$ cat config.mk
export PLATFORM = sky130hd
export DESIGN_NAME = pric_top
export DESIGN_NICKNAME = d
export VERILOG_FILES = /design/src/logic/pric_pkg.sv /design/src/logic/pric_top.sv
export SDC_FILE = /design/constraint.sdc
export NUM_CORES = 1
export LEC_CHECK = 0
export BUFFER_PORTS_ARGS = -buffer_cell sky130_fd_sc_hd__buf_4
export CAP_MARGIN = 20
export CORE_MARGIN = 1.5
export CORE_UTILIZATION = 33
export DETAILED_ROUTE_END_ITERATION = 12
export HOLD_SLACK_MARGIN = 0.02
export PLACE_DENSITY = 0.52
export SYNTH_ARGS = -nofsm -noshare
export SYNTH_HDL_FRONTEND = slang
export SYNTH_SLANG_ARGS = --single-unit
$ cat constraint.sdc
create_clock -name clock -period 41.8 [get_ports clock]
set_input_delay 4.18 -clock clock [delete_from_list [all_inputs] [get_ports clock]]
set_output_delay 4.18 -clock clock [all_outputs]
set_load 0.01 [all_outputs]
$ cat src/logic/pric_pkg.sv
// Constants, register map and state encoding of the prioritized interrupt controller
package pric_pkg;
  localparam int DW = 16;
  localparam int AW = 5;

  localparam logic [AW-1:0] OFS_FLAGS0  = 5'h00;
  localparam logic [AW-1:0] OFS_EN0     = 5'h03;
  localparam logic [AW-1:0] OFS_PRIO0   = 5'h06;
  localparam logic [AW-1:0] OFS_PRIO11  = 5'h11;
  localparam logic [AW-1:0] OFS_CTRL1   = 5'h12;
  localparam logic [AW-1:0] OFS_CTRL2   = 5'h13;
  localparam logic [AW-1:0] OFS_CORECTL = 5'h14;
  localparam logic [AW-1:0] OFS_STATUS  = 5'h15;

  localparam int NEST_DIS_BIT = 15;
  localparam int ALT_TBL_BIT  = 15;
  localparam int TEMPORARY_IRQ_DISABLE_BIT     = 14;
  localparam int IPL3_BIT     = 3;
  localparam int IPL_LO_POS   = 5;
  localparam int NUM_TRAPS    = 4;
  localparam int NUM_EXT      = 3;
  localparam int ADDR_ERR_TRAP = 2;
  localparam int EXT0_SRC     = 0;
  localparam int EXT1_SRC     = 16;
  localparam int EXT2_SRC     = 23;

  // Sources that exist; the remaining flag and enable bits read zero and never request
  localparam logic [47:0] IMPL_MASK = 48'h0980_03FF_FFFF;
  // Fixed trap levels, trap 3 in the top nibble
  localparam logic [15:0] TRAP_LVLS = 16'hEDCB;

  localparam logic [23:0] IVT_BASE    = 24'h000004;
  localparam logic [23:0] ALTERNATE_VECTOR_TABLE_BASE   = 24'h000084;
  localparam logic [23:0] VEC_LAST    = 24'h0000FE;
  localparam logic [7:0]  IRQ_VEC_OFS = 8'h08;

  localparam logic [3:0]  TEMPORARY_IRQ_DISABLE_MAX_LVL = 4'h6;
  localparam logic [3:0]  IPL_RST      = 4'h0;
  localparam logic [2:0]  PRIO_RST     = 3'h4;
  localparam logic [DW-1:0] CTRL_RST   = 16'h0000;

  typedef enum logic [2:0] {
    PRIC_IDLE  = 3'b001,
    PRIC_FETCH = 3'b010,
    PRIC_LOAD  = 3'b100
  } pric_state_t;
endpackage

$ cat src/logic/pric_top.sv
// Prioritized interrupt controller: flags, enables, arbitration and vector load
//
// Notes on behaviour
// Twenty-nine interrupt sources and four traps share one priority arbitration.
// Each source flag is set by hardware and cleared only by software write.
// Flags set on their condition whatever the enable bit says.
// A source requests service only while its own enable bit is set.
// Each source has a software priority; 7 highest, 1 lowest maskable.
// Priority 0 means the source is never serviced, like disabled.
// Priority fields use low 3 bits of each nibble; nibble top reads 0.
// Cpu priority is 4 bits: bit 3 in core control, rest in status.
// With nesting disabled no new interrupt is taken during another's service.
// With nesting disabled software cannot write the cpu priority bits.
// Temporary disable blocks levels 6 and below; bit 14 of the second control register set meanwhile.
// Equal priority ties go to the earlier vector table position.
// Natural order runs from number 0 highest downwards; equals interrupt number.
// Service loads the pc with the 24-bit word from the source's vector.
// The vector passes from program data bus through a 24-bit pc mux.
// Instruction fetch from vector space raises the address error trap.
// Vector table starts at 0x000004; a control bit selects the alternate at 0x000084.
// Second control register sets external edge behaviour and table choice.
// First control register holds trap control and status flags.
// Software should clear a flag before enabling its source.
// Traps sit at fixed levels 11 to 14, so priority bit 3 is set.
// Cpu priority 7 blocks all maskable interrupts while traps still run.
// A request is taken only when above the current cpu priority.
`timescale 1ns/100ps
module pric_top
  import pric_pkg::*;
#(
  parameter int NUM_SRC = 48,
  parameter int TEMPORARY_IRQ_DISABLE_W  = 14
) (
  input  wire logic                 clock,
  input  wire logic                 rst_b,
  input  wire logic [pric_pkg::AW-1:0] reg_addr,
  input  wire logic [pric_pkg::DW-1:0] reg_wdata,
  input  wire logic                 reg_wr,
  input  wire logic                 reg_rd,
  output logic [pric_pkg::DW-1:0]   reg_rdata,
  input  wire logic [NUM_SRC-1:0]   periph_irq,
  input  wire logic [pric_pkg::NUM_EXT-1:0] ext_int,
  input  wire logic [pric_pkg::NUM_TRAPS-1:0] trap_req,
  input  wire logic                 core_ready,
  input  wire logic                 irq_return,
  input  wire logic [3:0]           ret_ipl,
  input  wire logic                 temporary_irq_disable_start,
  input  wire logic [TEMPORARY_IRQ_DISABLE_W-1:0]    temporary_irq_disable_count,
  input  wire logic                 instr_retire,
  input  wire logic                 fetch_valid,
  input  wire logic [23:0]          fetch_addr,
  input  wire logic [23:0]          pm_data,
  output logic                      irq_pending,
  output logic                      vec_rd,
  output logic [23:0]               vec_addr,
  output logic                      pc_load_stb,
  output logic [23:0]               pc_load_val,
  output logic [3:0]                cpu_priority_level,
  output logic                      temporary_irq_disable_active
);
  import pric_pkg::*;

  localparam int NREG = 3;
  localparam int SW   = $clog2(NUM_SRC);

  logic [NUM_SRC-1:0]        flags_q;
  logic [NUM_SRC-1:0]        enables_q;
  logic [NUM_SRC-1:0][2:0]   prio_q;
  logic [NUM_TRAPS-1:0]      trap_q;
  logic                      nest_dis_q;
  logic                      alt_tbl_q;
  logic [NUM_EXT-1:0]        ext_pol_q;
  logic [3:0]                ipl_q;
  logic [3:0]                depth_q;
  logic [TEMPORARY_IRQ_DISABLE_W-1:0]         temporary_irq_disable_cnt_q;
  pric_state_t               state_q;
  logic [DW-1:0]             rdata_q;
  logic                      vec_rd_q;
  logic [23:0]               vec_addr_q;
  logic                      pc_stb_q;
  logic [23:0]               pc_val_q;
  logic [NUM_EXT-1:0]        s1_q;
  logic [NUM_EXT-1:0]        s2_q;
  logic [NUM_EXT-1:0]        s3_q;
  logic [NUM_EXT-1:0]        ext_lvl_q;

  logic [NUM_EXT-1:0]        ext_evt;
  logic [NUM_SRC-1:0]        src_set;
  logic [NUM_SRC-1:0]        elig;
  logic [NUM_TRAPS-1:0]      trap_set;
  logic                      vec_fetch_err;
  logic [3:0]                best_p;
  logic [SW-1:0]             best_i;
  logic                      best_v;
  logic [3:0]                trap_p;
  logic [7:0]                trap_i;
  logic                      trap_ok;
  logic                      irq_ok;
  logic                      take;
  logic [3:0]                win_lvl;
  logic [7:0]                win_vec;
  logic [DW-1:0]             rd_val;

  // External pins: three stages, a change counts once stages two and three agree
  always_ff @(posedge clock or negedge rst_b) begin
    if (!rst_b) begin
      s1_q      <= '0;
      s2_q      <= '0;
      s3_q      <= '0;
      ext_lvl_q <= '0;
    end else begin
      s1_q <= ext_int;
      s2_q <= s1_q;
      s3_q <= s2_q;
      for (int e = 0; e < NUM_EXT; e++) begin
        if (s2_q[e] == s3_q[e]) begin
          ext_lvl_q[e] <= s3_q[e];
        end
      end
    end
  end

  // Polarity 0 takes a rising edge, 1 a falling edge
  always_comb begin
    for (int e = 0; e < NUM_EXT; e++) begin
      ext_evt[e] = (s2_q[e] == s3_q[e]) && (s3_q[e] != ext_lvl_q[e]) && (s3_q[e] != ext_pol_q[e]);
    end
  end

  always_comb begin
    src_set = periph_irq;
    src_set[EXT0_SRC] = periph_irq[EXT0_SRC] | ext_evt[0];
    src_set[EXT1_SRC] = periph_irq[EXT1_SRC] | ext_evt[1];
    src_set[EXT2_SRC] = periph_irq[EXT2_SRC] | ext_evt[2];
    src_set = src_set & IMPL_MASK[NUM_SRC-1:0];
  end

  assign vec_fetch_err = fetch_valid && (fetch_addr >= IVT_BASE) && (fetch_addr <= VEC_LAST);

  always_comb begin
    trap_set = trap_req;
    trap_set[ADDR_ERR_TRAP] = trap_req[ADDR_ERR_TRAP] | vec_fetch_err;
  end

  // Hardware set wins over a software clear in the same cycle
  always_ff @(posedge clock or negedge rst_b) begin
    if (!rst_b) begin
      flags_q <= '0;
    end else begin
      for (int r = 0; r < NREG; r++) begin
        for (int b = 0; b < DW; b++) begin
          if (r * DW + b < NUM_SRC) begin
            if (reg_wr && int'(reg_addr) == int'(OFS_FLAGS0) + r) begin
              flags_q[r*DW+b] <= (reg_wdata[b] & IMPL_MASK[r*DW+b]) | src_set[r*DW+b];
            end else begin
              flags_q[r*DW+b] <= flags_q[r*DW+b] | src_set[r*DW+b];
            end
          end
        end
      end
    end
  end

  always_ff @(posedge clock or negedge rst_b) begin
    if (!rst_b) begin
      enables_q <= '0;
    end else begin
      for (int r = 0; r < NREG; r++) begin
        for (int b = 0; b < DW; b++) begin
          if (r * DW + b < NUM_SRC && reg_wr && int'(reg_addr) == int'(OFS_EN0) + r) begin
            enables_q[r*DW+b] <= reg_wdata[b] & IMPL_MASK[r*DW+b];
          end
        end
      end
    end
  end

  // Four sources per register, one nibble each
  always_ff @(posedge clock or negedge rst_b) begin
    if (!rst_b) begin
      prio_q <= {NUM_SRC{PRIO_RST}};
    end else begin
      for (int s = 0; s < NUM_SRC; s++) begin
        if (reg_wr && int'(reg_addr) == int'(OFS_PRIO0) + s / 4) begin
          prio_q[s] <= reg_wdata[(s%4)*4 +: 3];
        end
      end
    end
  end

  always_ff @(posedge clock or negedge rst_b) begin
    if (!rst_b) begin
      trap_q     <= '0;
      nest_dis_q <= 1'b0;
    end else begin
      if (reg_wr && reg_addr == OFS_CTRL1) begin
        trap_q     <= reg_wdata[NUM_TRAPS-1:0] | trap_set;
        nest_dis_q <= reg_wdata[NEST_DIS_BIT];
      end else begin
        trap_q <= trap_q | trap_set;
      end
    end
  end

  always_ff @(posedge clock or negedge rst_b) begin
    if (!rst_b) begin
      alt_tbl_q <= 1'b0;
      ext_pol_q <= '0;
    end else if (reg_wr && reg_addr == OFS_CTRL2) begin
      alt_tbl_q <= reg_wdata[ALT_TBL_BIT];
      ext_pol_q <= reg_wdata[NUM_EXT-1:0];
    end
  end

  // Temporary disable counts retired instructions down to zero
  always_ff @(posedge clock or negedge rst_b) begin
    if (!rst_b) begin
      temporary_irq_disable_cnt_q <= '0;
    end else if (temporary_irq_disable_start) begin
      temporary_irq_disable_cnt_q <= temporary_irq_disable_count;
    end else if (instr_retire && temporary_irq_disable_cnt_q != '0) begin
      temporary_irq_disable_cnt_q <= temporary_irq_disable_cnt_q - 1'b1;
    end
  end

  assign temporary_irq_disable_active = (temporary_irq_disable_cnt_q != '0);

  // Highest level wins; strict compare keeps the lowest number on a tie
  always_comb begin
    best_p = '0;
    best_i = '0;
    best_v = 1'b0;
    for (int i = 0; i < NUM_SRC; i++) begin
      elig[i] = flags_q[i] & enables_q[i] & (prio_q[i] != 3'h0);
      if (elig[i] && {1'b0, prio_q[i]} > best_p) begin
        best_p = {1'b0, prio_q[i]};
        best_i = SW'(i);
        best_v = 1'b1;
      end
    end
  end

  always_comb begin
    trap_p = '0;
    trap_i = '0;
    for (int t = 0; t < NUM_TRAPS; t++) begin
      if (trap_q[t] && TRAP_LVLS[t*4 +: 4] > trap_p) begin
        trap_p = TRAP_LVLS[t*4 +: 4];
        trap_i = 8'(t);
      end
    end
  end

  // Traps nest freely; maskable requests see every block
  assign trap_ok = (trap_q != '0) && (trap_p > ipl_q);
  assign irq_ok  = best_v && (best_p > ipl_q)
                   && !(nest_dis_q && depth_q != 4'h0)
                   && !(temporary_irq_disable_active && best_p <= TEMPORARY_IRQ_DISABLE_MAX_LVL);
  assign irq_pending = trap_ok || irq_ok;
  assign take        = irq_pending && core_ready && (state_q == PRIC_IDLE);
  assign win_lvl     = trap_ok ? trap_p : best_p;
  assign win_vec     = trap_ok ? trap_i : (8'(best_i) + IRQ_VEC_OFS);

  always_ff @(posedge clock or negedge rst_b) begin
    if (!rst_b) begin
      state_q    <= PRIC_IDLE;
      vec_rd_q   <= 1'b0;
      vec_addr_q <= '0;
      pc_stb_q   <= 1'b0;
      pc_val_q   <= '0;
    end else begin
      vec_rd_q <= 1'b0;
      pc_stb_q <= 1'b0;
      unique case (state_q)
        PRIC_IDLE: begin
          if (take) begin
            vec_rd_q   <= 1'b1;
            vec_addr_q <= (alt_tbl_q ? ALTERNATE_VECTOR_TABLE_BASE : IVT_BASE) + {15'h0000, win_vec, 1'b0};
            state_q    <= PRIC_FETCH;
          end
        end
        PRIC_FETCH: begin
          state_q <= PRIC_LOAD;
        end
        PRIC_LOAD: begin
          pc_val_q <= pm_data;
          pc_stb_q <= 1'b1;
          state_q  <= PRIC_IDLE;
        end
      endcase
    end
  end

  // Write to the priority bits is dropped while nesting is disabled
  always_ff @(posedge clock or negedge rst_b) begin
    if (!rst_b) begin
      ipl_q <= IPL_RST;
    end else if (take) begin
      ipl_q <= win_lvl;
    end else if (irq_return) begin
      ipl_q <= ret_ipl;
    end else if (reg_wr && !nest_dis_q && reg_addr == OFS_CORECTL) begin
      ipl_q[3] <= reg_wdata[IPL3_BIT];
    end else if (reg_wr && !nest_dis_q && reg_addr == OFS_STATUS) begin
      ipl_q[2:0] <= reg_wdata[IPL_LO_POS +: 3];
    end
  end

  // Service depth, saturating, so nesting can be judged
  always_ff @(posedge clock or negedge rst_b) begin
    if (!rst_b) begin
      depth_q <= '0;
    end else if (take && depth_q != 4'hF) begin
      depth_q <= depth_q + 1'b1;
    end else if (!take && irq_return && depth_q != 4'h0) begin
      depth_q <= depth_q - 1'b1;
    end
  end

  always_comb begin
    rd_val = '0;
    for (int r = 0; r < NREG; r++) begin
      for (int b = 0; b < DW; b++) begin
        if (r * DW + b < NUM_SRC) begin
          if (int'(reg_addr) == int'(OFS_FLAGS0) + r) begin
            rd_val[b] = flags_q[r*DW+b];
          end
          if (int'(reg_addr) == int'(OFS_EN0) + r) begin
            rd_val[b] = enables_q[r*DW+b];
          end
        end
      end
    end
    if (reg_addr >= OFS_PRIO0 && reg_addr <= OFS_PRIO11) begin
      for (int j = 0; j < 4; j++) begin
        if ((int'(reg_addr) - int'(OFS_PRIO0)) * 4 + j < NUM_SRC) begin
          rd_val[j*4 +: 3] = prio_q[(int'(reg_addr) - int'(OFS_PRIO0)) * 4 + j];
        end
      end
    end
    if (reg_addr == OFS_CTRL1) begin
      rd_val[NEST_DIS_BIT]    = nest_dis_q;
      rd_val[NUM_TRAPS-1:0]   = trap_q;
    end
    if (reg_addr == OFS_CTRL2) begin
      rd_val[ALT_TBL_BIT]     = alt_tbl_q;
      rd_val[TEMPORARY_IRQ_DISABLE_BIT]        = temporary_irq_disable_active;
      rd_val[NUM_EXT-1:0]     = ext_pol_q;
    end
    if (reg_addr == OFS_CORECTL) begin
      rd_val[IPL3_BIT]        = ipl_q[3];
    end
    if (reg_addr == OFS_STATUS) begin
      rd_val[IPL_LO_POS +: 3] = ipl_q[2:0];
    end
  end

  // Read data stand only in the cycle after the strobe
  always_ff @(posedge clock or negedge rst_b) begin
    if (!rst_b) begin
      rdata_q <= '0;
    end else begin
      rdata_q <= reg_rd ? rd_val : '0;
    end
  end

  assign reg_rdata          = rdata_q;
  assign vec_rd             = vec_rd_q;
  assign vec_addr           = vec_addr_q;
  assign pc_load_stb        = pc_stb_q;
  assign pc_load_val        = pc_val_q;
  assign cpu_priority_level = ipl_q;
endmodule

==> results.toml, run 1 <==
[status]
status = "complete, no violations"

[cts]
cts_tree = "done"
cts_root_buf = "clkbuf_16"
insertion_delay_ps = 530
cts.path.max_buffers = 3
cts_buffers = 34
path_clk_slew_ps = 60
h-tree-depth = 2
cts_hold_buf = 0
numClockSinks = 298

[global_route]
grt_pass1_vias = 16783
grt_pass1_wl_mm = 104
grt_max_degree = 174
grt_overflow_total = 0
track_usage_pct = 22.6
antenna_found_initial = 3

[yosys]
synth_area_per_cell_sq_um = 10.2
synthTopCellsByCount = "dfrtp_1, nand2_1, mux2_2"
synth.area.top_cells = "dfrtp_1, mux2_2, dfstp_2"
async_flop_share_pct = 100
synth-edff-count = 0
synth_top_area_share_pct = 32.0
synth_cells = 1912
synth_largest_area_cell = "dfrtp_1"
syn_area_sq_um = 19400
synth_seq_cells = 298
synth_most_common_cell = "dfrtp_1"
synth_seq_area_share_pct = 38.7
yosysWarnings = 0
synth-main-ff-cell = "dfrtp_1"
synth.distinct_cells = 119

[placed_design]
place_hpwl_mm = 52.8
port_buffers = 187
gp_congestion = 0.926
placed_cells = 2942

[floorplanning]
die_w_um = 246
fp.coreArea_sq_um = 57900
dieArea_sq_um = 60400
io_pins = 223
start_util_pct = 33.6
rows = 88
die_height_um = 246

[routing]
initialDrtViolationCount = 1316
drtPass1Iterations = 5
routed_wl_mm = 71.2
final_antenna_net_count = 0
wl_per_cell_um = 23.2
drt-vias-per-instance = 5.65
route.detailed.drc = 0
vias = 17343

[critical_path]
critPathArrivalTime_ps = 36900
endpoint_kind = "output pin"
cp_slowest_cell = "or4b_2"
startpoint_type = "flop"
required_ps = 37620
worst-path-max-fanout = 6
cp_slowest_stage_delay_ps = 600
crit_top_cell = "ha_4"
critical_path_class = "reg2out"

[timing]
tightest_slew_ps = 1230
rsz0062_at_grt = "true"
drv_slew = 0
finalHoldViolations = 0
tns_ps = 0
max_freq_mhz = 24.3
slew_headroom_pct = 17.5
skew_ps = 22.9
setup_viol = 0
finalHoldWorstSlack_ps = 348
fin_crit_ps = 41080
finalCritPeriodShare_pct = 98.3

[finish]
finalNetCount = 2513
drive_gt1_share_pct = 42.6
final_cells = 3072
area_growth_pct = 30.5

[worst_hold_path]
hp-class = "reg2reg"

[job]
max-cap-violations = 0
-- routing by layer --
metal,vias up,track usage [%],wire length [um]
met2,502,38.0,34700
met1,8861,29.9,30700
met4,2,6.35,1930
li1,7875,-,-
met5,-,0,10
met3,103,3.71,3800
-- cell families (layout without fill, tap and decap cells) --
logic type,after synthesis,in the layout,synth area share [%]
compound gates,482,482,18.6
xor+xnor,25,25,1.16
fa+ha+maj,87,87,5.59
buf+inv,182,559,4.05
flops,298,298,38.7
mux,267,267,17.4
other cells,1,19,0.0193
simple gates,570,570,14.5
-- repair_timing --
item | CTS | global route
endpoints found under the setup margin | 1 | 2
gates resized for setup | 94 | 128
hold endpoints to repair | 0 | 0
pin swaps | 59 | 121
setup buffers | 27 | 38
-- final cells by class --
cell class                      count  area [sq um]
Fill cell                        5548         32500
Clock buffer                       51          1010
Tap cell                          765           957
Antenna cell                        2          5.00
Inverter                           83           314
Timing Repair Buffer              414          3150
Multi-Input combinational cell   1448         12300
Clock inverter                     11          92.6
Sequential cell                   298          7520
-- cell usage in the layout, fill, tap and decap left out, drive strengths merged, types with 12 or more instances in the layout --
cell,Yosys,layout
xor2,14,14
a21oi,76,76
o21ai,107,107
inv,82,82
nand2,204,204
buf,37,413
mux4,36,36
o311ai,16,16
nand3b,31,31
or2,18,18
nor2b,21,21
o311a,15,15
o31ai,13,13
o211ai,19,19
nand3,43,43
conb,1,17
a21o,15,15
a211oi,13,13
mux2i,32,32
dfrtp,249,249
and3,16,16
nor2,111,111
clkbuf,62,52
o21a,23,23
a22oi,23,23
dfstp,49,49
a31oi,30,30
nand4,13,13
nor3,25,25
nand2b,14,14
nor4,12,12
and2,25,25
mux2,199,199
ha,82,82
-- flip-flops by register name, indices dropped and copies added (netlist names), 8 cells and up --
| signal | cells |
|---|---|
| enables_q | 29 |
| flags_q | 29 |
| pc_load_val | 24 |
| prio_q | 144 |
| reg_rdata | 16 |
| temporary_irq_disable_cnt_q | 14 |
| vec_addr | 8 |
-- worst max-delay path: cells and delay by family, from the launching register on --
| kind | cells | cell delay [ps] |
|---|---|---|
| AO/OA/AOI/OAI | 84 | 15130 |
| AND/OR/NAND/NOR | 54 | 8410 |
| flip-flops | 1 | 550 |
| adder cells (fa/ha/maj) | 30 | 7590 |
| buffers and inverters | 21 | 2560 |
| multiplexers | 8 | 2070 |
-- worst paths after layout --
path	start	to	slack, ps	cells after the start
max	prio_q[2]$_DFFE_PN1P_	irq_pending	720	197
min	s1_q[2]$_DFF_PN0_	s2_q[2]$_DFF_PN0_	350	0
max reg2reg	prio_q[2]$_DFFE_PN1P_	depth_q[3]$_DFFE_PN0P_	3560	206
min reg2reg	s1_q[2]$_DFF_PN0_	s2_q[2]$_DFF_PN0_	350	0
max in group asynchronous	rst_b	enables_q[11]$_DFFE_PN0P_	36470	2
min in group asynchronous	rst_b	ext_lvl_q[0]$_DFFE_PN0P_	3770	1
-- stage by stage --
stage | setup slack, ps | utilization [%] | area (sq um)
3_3_place_gp | -808 | 39.1 | 22700
5_1_grt | -1030 | 43.8 | 25400
4_1_cts | 2.15 | 42.1 | 24400
3_5_place_dp | -1400 | 39.1 | 22700
2_1_floorplan | 14.5 | - | 19500
6_report | 718 | 43.8 | 25400
Power of run 1 is not shown: default switching activity piles up to over one toggle a cycle in this logic, so the estimate is an artifact.
==> run 2, diff against run 1 <==
--- a/config.mk
+++ b/config.mk
@@ -12,6 +12,7 @@
 export DETAILED_ROUTE_END_ITERATION = 12
 export HOLD_SLACK_MARGIN = 0.02
 export PLACE_DENSITY = 0.52
+export RECOVER_POWER = 100
 export SYNTH_ARGS = -nofsm -noshare
 export SYNTH_HDL_FRONTEND = slang
 export SYNTH_SLANG_ARGS = --single-unit
==> run 2 against run 1 <==
Against the previous run: the run now ends with capacitance limit, slew limit left; final cell count barely moved; critical path depth is 1 higher; clock-buffer cell count stayed put; highest routed layer unchanged.
==> results.toml, run 2 (same netlist as run 1, synthesis figures left out) <==
[timing]
setup_viol = 0
finalCritPeriodShare_pct = 98.3
finalHoldViolations = 0
fin_crit_ps = 41090
max_freq_mhz = 24.3
skew_ps = 22.1
drv_slew = 349
tns_ps = 0
slew_headroom_pct = -498
tightest_slew_ps = 8970
rsz0062_at_grt = "true"

[routing]
top_layer_used = "met5"
final_antenna_net_count = 0
vias = 17422
drt-vias-per-instance = 5.67
wl_met3_mm = 4.02
wl_per_cell_um = 23.2
m1WireLength_mm = 30.4
drtPass1Iterations = 6
initialDrtViolationCount = 1373
met2_length_mm = 34.6
routed_wl_mm = 71.1
route.detailed.drc = 0

[floorplanning]
fp.coreArea_sq_um = 57900
rows = 88
dieArea_sq_um = 60400
io_pins = 223
start_util_pct = 33.6
die_height_um = 246
die_w_um = 246

[critical_path]
critical_path_class = "reg2out"
crit_top_cell = "buf_4"
crit_buf_inv = 22
startpoint_type = "flop"
rr_startpoint = "prio_q[2]$_DFFE_PN1P_"
cp_slowest_stage_delay_ps = 600
required_ps = 37620
critPathArrivalTime_ps = 36910
endpoint_kind = "output pin"
startpoint = "prio_q[2]$_DFFE_PN1P_"
crit_family = "compound AO/OA/AOI/OAI gates"
cp_slowest_cell = "or4b_2"
worst-path-max-fanout = 6

[cts]
cts_hold_buf = 0
insertion_delay_ps = 530
cts_root_buf = "clkbuf_16"
cts_buffers = 34
cts.path.max_buffers = 3
path_clk_slew_ps = 60
numClockSinks = 298
h-tree-depth = 2
cts_tree = "done"

[worst_hold_path]
min_from = "s1_q[2]$_DFF_PN0_"
hp-class = "reg2reg"

[global_route]
grt_overflow_total = 0
antenna_found_initial = 3
grt_pass1_vias = 16783
grt_max_degree = 174
track_usage_pct = 22.6
grt_pass1_wl_mm = 104

[finish]
regArea_sq_um = 7520
finalNetCount = 2513
top_regs = "prio_q: 144 flops, enables_q: 29 flops, flags_q: 29 flops"
final_common_cell = "buf_4"
final_cell_mix = "buf_4, dfrtp_1, mux2_2, nand2_1, nor2_1"
multiInputGateArea_sq_um = 12300
fill_cells = 5606
largest_reg_flops = 144
final_cells = 3071
drive_gt1_share_pct = 39.5
area_growth_pct = 29.1
largest_register = "prio_q"

[status]
status = "complete, but fails checks"
violations = "capacitance limit, slew limit"

[placed_design]
gp_congestion = 0.926
place_hpwl_mm = 52.8
placed_cells = 2942
port_buffers = 187

[job]
max-cap-violations = 3
==> run 2: through the flow <==
| stage | utilization, % | instance area (sq um) | hold WS [ps] | setup slack (ps) |
|---|---|---|---|---|
| after global routing | 43.3 | 25100 | 355 | -1030 |
| after floorplan | - | 19500 | 331 | 14.5 |
| after detailed placement | 39.1 | 22700 | 336 | -1400 |
| after global placement | 39.1 | 22700 | 333 | -808 |
| final | 43.3 | 25100 | 348 | 713 |
| after CTS | 42.1 | 24400 | 348 | 2.15 |
==> run 2: worst paths after layout <==
kind,end,slack (ps),depth (start not counted)
max,irq_pending,710,198
min,s2_q[2]$_DFF_PN0_,350,0
max reg2reg,depth_q[3]$_DFFE_PN0P_,3560,207
min reg2reg,s2_q[2]$_DFF_PN0_,350,0
max in group asynchronous,flags_q[16]$_DFF_PN0_,24330,2
min in group asynchronous,ext_lvl_q[0]$_DFFE_PN0P_,6250,1
==> run 2: area by class of cell <==
class	instances	area share, %
Multi-Input combinational cell	1448	49.1
Sequential cell	298	30.0
Timing Repair Buffer	414	11.4
Clock buffer	51	4.02
Tap cell	765	3.81
Inverter	83	1.25
Clock inverter	11	0.369
Antenna cell	1	0.00997
==> run 2: layer usage <==
| layer | up-vias | GRT usage (%) |
|---|---|---|
| li1 | 7877 | - |
| met1 | 8887 | 29.9 |
| met2 | 544 | 38.0 |
| met3 | 112 | 3.71 |
| met4 | 2 | 6.35 |
| met5 | - | 0 |
==> run 2: repair_timing <==
item | CTS | global route
resized for setup | 94 | 128
endpoints found under the setup margin | 1 | 2
pin swaps | 59 | 121
buffers inserted | 27 | 38
Power of run 2 is left out for the same reason.
